===== src/design/tofs_map.svh =====
// Register offsets, field positions, reset values and timing counts
// Assumes inclusion by the turn-off ramp and status summary files only
`ifndef TOFS_MAP_SVH
`define TOFS_MAP_SVH
`define TOFS_CMD_RAMP 8'h65
`define TOFS_CMD_SUMMARY 8'h78
`define TOFS_RAMP_RESET 7'h00
`define TOFS_SUMMARY_RESET 8'h41
`define TOFS_MANT_W 7
`define TOFS_BIT_OFF 6
`define TOFS_BIT_OVF 5
`define TOFS_BIT_OCF 4
`define TOFS_BIT_TEMP 2
`define TOFS_BIT_CML 1
`define TOFS_BIT_OTHER 0
`define TOFS_SRC_FAULT_BIT 7
`define TOFS_LOWVIN_BIT 3
`define TOFS_MS_PER_TICK 1
`define TOFS_CLK_KHZ 125000
`endif


===== src/design/tofs_pkg.sv =====
// Types for the turn-off ramp and status summary block
// Assumes nothing beyond a SystemVerilog compiler
package tofs_pkg;
  typedef logic [7:0] tofs_cmd_t;
  typedef logic [15:0] tofs_word_t;
  typedef logic [6:0] tofs_ms_t;
  typedef enum logic [1:0] {tofs_idle_e, tofs_ack_e, tofs_nack_e} tofs_resp_e;
endpackage


===== src/design/tofs_ramp_lut.sv =====
// Mantissa to effective ramp time in milliseconds
// Assumes a registered mantissa at its input
`include "tofs_map.svh"
module tofs_ramp_lut
  import tofs_pkg::*;
(
  input wire logic [`TOFS_MANT_W-1:0] mant,
  output tofs_pkg::tofs_ms_t ramp_ms
);
  // Bucket thresholds, zero folds into fastest ramp [RL2] [RL5]
  assign ramp_ms = (mant <= 7'd1) ? 7'd1 :
                   (mant <= 7'd6) ? mant :
                   (mant <= 7'd9) ? 7'd7 :
                   (mant <= 7'd12) ? 7'd10 :
                   (mant <= 7'd17) ? 7'd14 :
                   (mant <= 7'd22) ? 7'd19 :
                   (mant <= 7'd32) ? 7'd27 :
                   (mant <= 7'd44) ? 7'd37 :
                   (mant <= 7'd62) ? 7'd52 :
                   (mant <= 7'd86) ? 7'd72 : 7'd100;
endmodule


===== src/design/tofs_regs.sv =====
// Turn-off ramp register and fault summary byte behind a PMBus command port
// Assumes a PMBus front end that presents decoded command strobes to clk_sys
//
// Notes on behaviour
// RL1: ramp value times fall; store-all saves it
// RL2: zero programs the fastest 1 ms ramp
// RL3: follower refuses ramp access, NACK, fault, alert
// RL4: exponent zero, upper mantissa zero, seven writable
// RL5: mantissa rounds into fifteen fixed ramp buckets
// RL6: summary byte layout, bits 7 and 3 zero
// RL7: output-off bit while converter not enabled
// RL8: overvoltage bit mirrors source; follower reads zero
// RL9: overcurrent bit mirrors source bit seven
// RL10: writes never clear summary bits
// RL11: temperature bit ORs temperature status
// RL12: comm bit ORs comm, memory, logic status
// RL13: other bit ORs remaining faults and warnings
// RL14: other bit resets to one via low input
`include "tofs_map.svh"
module tofs_regs
  import tofs_pkg::*;
(
  input wire logic clk_sys,
  input wire logic rst,
  input wire logic loop_follower,
  input wire logic cmd_valid,
  input wire logic cmd_write,
  input wire tofs_pkg::tofs_cmd_t cmd_code,
  input wire tofs_pkg::tofs_word_t cmd_wdata,
  input wire logic store_all,
  input wire logic converter_enabled,
  input wire logic [7:0] status_vout,
  input wire logic [7:0] status_iout,
  input wire logic [7:0] status_temp,
  input wire logic [7:0] status_cml,
  input wire logic [7:0] status_input,
  input wire logic [7:0] status_mfr,
  output tofs_pkg::tofs_word_t rsp_rdata,
  output logic rsp_valid,
  output logic rsp_nack,
  output logic invalid_command_fault,
  output logic smbalert_req,
  output tofs_pkg::tofs_word_t nv_ramp_word,
  output logic nv_store,
  output tofs_pkg::tofs_ms_t ramp_ms
);
  import tofs_pkg::*;

  ////////////////////////////////////////////////////////////////////////////
  // Decode
  logic [`TOFS_MANT_W-1:0] mant;
  logic [7:0] summary;
  tofs_resp_e resp;
  tofs_ms_t next_ramp_ms;
  wire hit_ramp = cmd_valid && (cmd_code == `TOFS_CMD_RAMP);
  wire hit_sum = cmd_valid && (cmd_code == `TOFS_CMD_SUMMARY);
  wire ramp_refused = hit_ramp && loop_follower; // [RL3]
  wire ramp_wr = hit_ramp && cmd_write && !loop_follower;
  wire sum_rd = hit_sum && !cmd_write; // Writes to summary do nothing [RL10]

  // Read word assembly, ramp or summary
  wire [15:0] ramp_word = {9'h000, mant}; // [RL4]
  wire [15:0] rd_word = (hit_ramp) ? ramp_word : {8'h00, summary};
  wire any_hit = (hit_ramp && !loop_follower) || sum_rd;

  ////////////////////////////////////////////////////////////////////////////
  // Summary sources
  wire src_ovf = status_vout[`TOFS_SRC_FAULT_BIT] && !loop_follower; // [RL8]
  wire src_ocf = status_iout[`TOFS_SRC_FAULT_BIT]; // [RL9]
  wire src_temp = |status_temp; // [RL11]
  wire src_cml = |status_cml; // [RL12]
  // Other: vout bits 6..2, iout warning, input, mfr [RL13]
  wire src_oth = (|status_vout[6:2]) || status_iout[5] || (|status_input) || (|status_mfr);
  // Byte assembly, reserved bits tied low
  wire [7:0] next_summary = {1'b0, !converter_enabled, src_ovf, src_ocf, 1'b0,
                             src_temp, src_cml, src_oth}; // [RL6] [RL7]

  // Bucket lookup of the stored mantissa
  tofs_ramp_lut u_lut (
    .mant(mant),
    .ramp_ms(next_ramp_ms)
  );

  ////////////////////////////////////////////////////////////////////////////
  // Ramp mantissa storage, only lower seven bits kept [RL1] [RL4]
  always_ff @(posedge clk_sys) begin
    if (rst) begin
      mant <= `TOFS_RAMP_RESET;
    end else if (ramp_wr) begin
      mant <= cmd_wdata[`TOFS_MANT_W-1:0];
    end
  end

  // Summary mirror; reset shows low input pending [RL14]
  always_ff @(posedge clk_sys) begin
    if (rst) begin
      summary <= `TOFS_SUMMARY_RESET;
    end else begin
      summary <= next_summary;
    end
  end

  // Response state
  always_comb begin
    case ({ramp_refused, any_hit})
      2'b10: resp = tofs_nack_e;
      2'b01: resp = tofs_ack_e;
      default: resp = tofs_idle_e;
    endcase
  end

  // Answer, fault and alert pulses [RL3]
  always_ff @(posedge clk_sys) begin
    if (rst) begin
      rsp_valid <= 1'b0;
      rsp_nack <= 1'b0;
      rsp_rdata <= 16'h0000;
      invalid_command_fault <= 1'b0;
      smbalert_req <= 1'b0;
    end else begin
      rsp_valid <= (resp != tofs_idle_e);
      rsp_nack <= (resp == tofs_nack_e);
      rsp_rdata <= (resp == tofs_ack_e && !cmd_write) ? rd_word : 16'h0000;
      invalid_command_fault <= (resp == tofs_nack_e);
      smbalert_req <= (resp == tofs_nack_e);
    end
  end

  // Store-all snapshot and effective ramp time [RL1] [RL5]
  always_ff @(posedge clk_sys) begin
    if (rst) begin
      nv_store <= 1'b0;
      nv_ramp_word <= 16'h0000;
      ramp_ms <= 7'd1;
    end else begin
      nv_store <= store_all;
      if (store_all) begin
        nv_ramp_word <= ramp_word;
      end
      ramp_ms <= next_ramp_ms;
    end
  end

  ////////////////////////////////////////////////////////////////////////////
  // Assertions

  // Ramp access, refusal and bucket checks
  follower_nack_a: assert property (@(posedge clk_sys) disable iff (rst) // [RL3]
    ramp_refused |=> rsp_nack && invalid_command_fault && smbalert_req)
    else $error("follower ramp access not refused");
  follower_hold_a: assert property (@(posedge clk_sys) disable iff (rst) // [RL3]
    ramp_refused && cmd_write |=> $stable(mant))
    else $error("follower write changed ramp");
  ramp_upper_a: assert property (@(posedge clk_sys) disable iff (rst) // [RL4]
    rsp_rdata[15:7] == 9'h000)
    else $error("ramp upper bits not zero");
  ramp_zero_a: assert property (@(posedge clk_sys) disable iff (rst) // [RL2]
    mant == 7'd0 |=> ramp_ms == 7'd1)
    else $error("zero ramp not 1 ms");
  ramp_top_a: assert property (@(posedge clk_sys) disable iff (rst) // [RL5]
    mant > 7'd86 |=> ramp_ms == 7'd100)
    else $error("top bucket wrong");
  ramp_mid_a: assert property (@(posedge clk_sys) disable iff (rst) // [RL5]
    mant == 7'd10 |=> ramp_ms == 7'd10)
    else $error("bucket ten wrong");

  // Summary mirror and store-all checks
  ovf_mirror_a: assert property (@(posedge clk_sys) disable iff (rst) // [RL8]
    1'b1 |=> summary[5] == ($past(status_vout[7]) && !$past(loop_follower)))
    else $error("overvoltage mirror wrong");
  ocf_mirror_a: assert property (@(posedge clk_sys) disable iff (rst) // [RL9]
    1'b1 |=> summary[4] == $past(status_iout[7]))
    else $error("overcurrent mirror wrong");
  off_bit_a: assert property (@(posedge clk_sys) disable iff (rst) // [RL7]
    !converter_enabled |=> summary[6])
    else $error("off bit missing");
  reserved_zero_a: assert property (@(posedge clk_sys) disable iff (rst) // [RL6]
    !summary[7] && !summary[3])
    else $error("reserved summary bits set");
  temp_or_a: assert property (@(posedge clk_sys) disable iff (rst) // [RL11]
    |status_temp |=> summary[2])
    else $error("temperature bit missing");
  cml_or_a: assert property (@(posedge clk_sys) disable iff (rst) // [RL12]
    |status_cml |=> summary[1])
    else $error("comm bit missing");
  other_or_a: assert property (@(posedge clk_sys) disable iff (rst) // [RL13]
    status_input[3] |=> summary[0])
    else $error("other bit missing");
  sum_write_a: assert property (@(posedge clk_sys) disable iff (rst) // [RL10]
    hit_sum && cmd_write && $stable(status_cml) |=> $stable(summary[1]))
    else $error("write cleared summary");
  store_a: assert property (@(posedge clk_sys) disable iff (rst) // [RL1]
    store_all |=> nv_store && nv_ramp_word == $past(ramp_word))
    else $error("store snapshot wrong");
  reset_other_a: assert property (@(posedge clk_sys) // [RL14]
    rst |=> summary == `TOFS_SUMMARY_RESET)
    else $error("summary reset wrong");
  // Answer, follower overvoltage and reset checks
  sum_ack_a: assert property (@(posedge clk_sys) disable iff (rst) // [RL6]
    sum_rd |=> rsp_valid && !rsp_nack && rsp_rdata == {8'h00, $past(summary)})
    else $error("summary read answer wrong");
  sum_nowr_a: assert property (@(posedge clk_sys) disable iff (rst) // [RL10]
    hit_sum && cmd_write |=> !rsp_valid)
    else $error("summary write answered");
  ramp_ack_a: assert property (@(posedge clk_sys) disable iff (rst) // [RL3]
    ramp_wr |=> rsp_valid && !rsp_nack && !invalid_command_fault && !smbalert_req)
    else $error("ramp write not acknowledged");
  ramp_rd_a: assert property (@(posedge clk_sys) disable iff (rst) // [RL4]
    hit_ramp && !cmd_write && !loop_follower |=> rsp_rdata == {9'h000, $past(mant)})
    else $error("ramp read data wrong");
  follower_ovf_a: assert property (@(posedge clk_sys) disable iff (rst) // [RL8]
    loop_follower |=> !summary[5])
    else $error("follower overvoltage bit set");
  reset_ramp_a: assert property (@(posedge clk_sys) // [RL4]
    rst |=> ramp_ms == 7'd1 && mant == `TOFS_RAMP_RESET && !rsp_valid)
    else $error("ramp reset wrong");

  // Main scenarios
  ramp_rd_c: cover property (@(posedge clk_sys) hit_ramp && !cmd_write && !loop_follower);
  ramp_wr_c: cover property (@(posedge clk_sys) ramp_wr);
  follower_c: cover property (@(posedge clk_sys) ramp_refused);
  sum_rd_c: cover property (@(posedge clk_sys) sum_rd && summary[5]);
  sum_wr_c: cover property (@(posedge clk_sys) hit_sum && cmd_write);
endmodule


===== config.mk =====
export PLATFORM = sky130hd
export DESIGN_NAME = tofs_regs
export DESIGN_NICKNAME = d
export VERILOG_FILES = /design/src/design/tofs_pkg.sv /design/src/design/tofs_ramp_lut.sv /design/src/design/tofs_regs.sv
export VERILOG_INCLUDE_DIRS = /design/src /design/src/design
export SDC_FILE = /design/constraint.sdc
export NUM_CORES = 1
export LEC_CHECK = 0
export BUFFER_PORTS_ARGS = -buffer_cell sky130_fd_sc_hd__buf_2
export CAP_MARGIN = 20
export CORE_MARGIN = 4
export CORE_UTILIZATION = 39
export CTS_BUF_LIST = sky130_fd_sc_hd__clkbuf_2
export CTS_CLUSTER_DIAMETER = 120
export DETAILED_ROUTE_END_ITERATION = 8
export PLACE_DENSITY = 0.79
export SYNTH_ARGS = -nofsm -noshare
export SYNTH_HDL_FRONTEND = slang
export SYNTH_SLANG_ARGS = --single-unit

===== constraint.sdc =====
create_clock -name clk_sys -period 1.7 [get_ports clk_sys]
set_input_delay 0.17 -clock clk_sys [delete_from_list [all_inputs] [get_ports clk_sys]]
set_output_delay 0.17 -clock clk_sys [all_outputs]
set_load 0.02 [all_outputs]

==> impl_metrics.tcl <==
set metrics [dict create \
    status "finished, final reports clean" \
    number_of_enable_flip_flop_cells_after_synthesis 0 \
    slew_headroom_pct 61.20 \
    swShare_pct 26.93 \
    finalCriticalPeriod_ns 1.700 \
    cp_slowest_cell "sky130_fd_sc_hd__or4_4" \
    worstPathArrival_ns 2.02 \
    route.detailed.wl_per_inst_um 13.76 \
    postLayoutSetupSlackWorst_ns 0.0001537 \
    p_int_mw 1.063 \
    synth_top_cell_by_area "sky130_fd_sc_hd__dfxtp_1" \
    worst_setup_hold_path_clk_slew_ns 0.20 \
    overall_fraction_of_global_route_tracks_in_use_pct 16.39 \
    seqPwrFrac_pct 60.4 \
    finalClockSkew_ns 0.01655 \
    critical_path.n_buffers_inverters 0 \
    comb_power_share_pct 12.9 \
    dpl.hpwl_um 3769 \
    seqCellArea_um2 742.0 \
    portBuffers 87 \
    synth.lib_cells_used.distinct 45 \
    critPathRequiredTime_ns 2.02 \
    drt_pre_antenna_iters 4 \
    start_util_pct 41.13 \
    dr_iter_0_viols 184 \
    cts-root-to-sink-buffers 2 \
    cts.sink_count 37 \
    synth_async_sr_flop_share_pct 0 \
    postCtsSetupBuffers 0 \
    synth_cells 203 \
    synth_most_common_cell "sky130_fd_sc_hd__dfxtp_1" \
    postSynthAreaPerCell_um2 9.005 \
    layout_worst_path_cycle_share_pct 99.99 \
    grt_max_degree 31 \
    worstSetupEndpointType "register" \
    placement.setup.worst_slack_ns -0.03881 \
    placed_area_um2 2322 \
    avgViaCountPerCell 4.981 \
    synth_seq_cells 37 \
    worstSkewPairLatency_ns 0.40 \
    max_slew_violations 0 \
    core_area_um2 4444 \
    rows 24 \
    critPathMaxStageDelay_ns 0.44 \
    synth_top_cells_by_area "sky130_fd_sc_hd__dfxtp_1 (41%), sky130_fd_sc_hd__mux2i_1 (11%), sky130_fd_sc_hd__buf_4 (8.2%)" \
    max_cap_violations 0 \
    antenna-diode-count 0 \
    height_of_the_chip_um 76.47 \
    route.detailed.drc 0 \
    cts_inserted_buffers 5 \
    clock_tree_from_tritoncts "yes" \
    start_kind "register" \
    totalNegativeSetupSlack_ns 0 \
    cp_max_fo 3 \
    top_achievable_clock_speed_mhz 588.3 \
    root_buffer "sky130_fd_sc_hd__clkbuf_2" \
    power.clock.fraction_pct 26.7 \
    detailroute.via_count 1798 \
    timing.critical_path.cells "or3_4 -> or4_4 -> o2bb2ai_2 -> a221oi_2" \
    htreeDepth 2 \
    yosysSeqAreaShare_pct 40.52 \
    synth-main-ff-cell "sky130_fd_sc_hd__dfxtp_1" \
    finish.instance_area_um2 2494 \
    gp_routability_congestion 0.8204 \
    fp.dieW_um 76.47 \
    first_global_vias 1718 \
    antenna_found_initial 0 \
    multi_input_logic_area_um2 953.4 \
    report.final.setup_viol 0 \
    final-hold-violation-count 0 \
    full_die_area_um2 5847 \
    synthesis.area_um2 1828 \
    hold_path_class "input pin to register" \
    filler_cell_count 415 \
    vdd_ir_drop_max_mv 0.2106 \
    power.density_nw_per_um2 583.1 \
    area.growth.synth_to_final_pct 36.41 \
    total_power_after_layout_mw 1.454 \
    synth_top_area_share_pct 40.52 \
    drive_gt1_share_pct 39.48 \
    hold_slack_ns 0.001257 \
    globalRouteOverflowTotal 0 \
    netlist_top_cells_count "sky130_fd_sc_hd__dfxtp_1 (37), sky130_fd_sc_hd__nor2_1 (35), sky130_fd_sc_hd__buf_4 (20), sky130_fd_sc_hd__mux2i_1 (20)" \
    drtAntennaViolNets 0 \
    yosys_warnings 0 \
    wire_length_of_the_first_global_routing_pass_um 7824 \
    worst-setup-path-type "register to register" \
    top_cell_family_by_delay_on_the_critical_path "simple AND/OR/NAND/NOR gates" \
    floorplan.io_pins 123 \
    rsz0062_at_grt "yes" \
    tightestPinTransition_ns 0.5811 \
    nNetsFinal 389 \
    p_switching_mw 0.3915 \
    drt_wl_total_um 4969 \
    p_leak_nw 1.158 \
]
## worst paths after layout
check | depth (start not counted) | start | to | slack, ns
min | 3 | cmd_wdata[0] | mant[0] | 0.001
max | 4 | mant[1] | ramp_ms[3] | 0.0002
min reg2reg | 2 | summary[5] | rsp_rdata[5] | 0.49
max reg2reg | 4 | mant[1] | ramp_ms[3] | 0.0002
## power by group through the flow
stage                     combinational [mW]  clock (mW)  sequential, mW
after floorplan                        0.107           0           0.897
after global routing                   0.203       0.440           0.879
after detailed placement               0.166           0           0.896
after global placement                 0.162           0           0.896
final                                  0.187       0.389           0.878
after CTS                              0.180       0.395           0.878
## cell families after synthesis
group	count (synthesis)	synth area share, %
adders and majority gates	3	1.916
AOI/OAI and AO/OA	26	10.27
other	1	0.2051
muxes	20	10.95
and+or+nand+nor	79	24.30
DFF	37	40.52
buffers and inverters	37	11.84
## registers in the layout, summed over array words and instances (netlist names)
register / flops
summary: 6
mant: 7
nv_ramp_word: 7
nv_store: 1
ramp_ms: 7
rsp_valid: 1
rsp_rdata: 7
smbalert_req: 1
## area by class of cell
cell class,count,area share (%)
Tap cell,52,2.609
Clock buffer,5,1.004
Clock inverter,3,0.7025
Multi-Input combinational cell,146,38.23
Sequential cell,37,29.75
Inverter,4,0.6021
Timing Repair Buffer,114,27.09
## tightest hold or removal path, cell delays in order
cell and delay [ns]:
sky130_fd_sc_hd__buf_2 0.08, sky130_fd_sc_hd__mux2i_1 0.06, sky130_fd_sc_hd__nor2_1 0.08
## per-stage QoR
stage	util (%)	cells
final	56.11	361
after global routing	56.11	361
after CTS	55.24	358
after detailed placement	52.25	341
after global placement	52.25	341
after floorplan	-	220
## routing by layer
layer / vias to the layer above / GRT usage (%) / share of wire (%)
met5: - / 0 / 0
met4: 0 / 7.065 / 2.3
met3: 11 / 5.556 / 7.8
met2: 71 / 28.73 / 51
met1: 838 / 17.89 / 38
li1: 878 / - / -
## what timing repair did
action | in CTS | in global routing
gates resized for setup | 0 | 3
pin swaps | 1 | 0
hold endpoints to repair | 5 | 3
setup endpoints to repair | 1 | 1
hold buffers | 9 | 3
## placed cells by master, fill, tap and decap left out, types with 3 or more instances in the layout
master / n
sky130_fd_sc_hd__nand3_1: 4
sky130_fd_sc_hd__buf_4: 13
sky130_fd_sc_hd__buf_2: 87
sky130_fd_sc_hd__a21oi_1: 7
sky130_fd_sc_hd__nand2_1: 4
sky130_fd_sc_hd__clkbuf_2: 5
sky130_fd_sc_hd__dlygate4sd3_1: 12
sky130_fd_sc_hd__nor2_1: 35
sky130_fd_sc_hd__conb_1: 18
sky130_fd_sc_hd__nor2b_1: 3
sky130_fd_sc_hd__mux2i_1: 20
sky130_fd_sc_hd__inv_1: 4
sky130_fd_sc_hd__nor4_1: 9
sky130_fd_sc_hd__dfxtp_1: 36
sky130_fd_sc_hd__nor3_1: 6
sky130_fd_sc_hd__o21ai_0: 3
sky130_fd_sc_hd__nand2b_1: 4
Power figures use the tool's default switching activity.
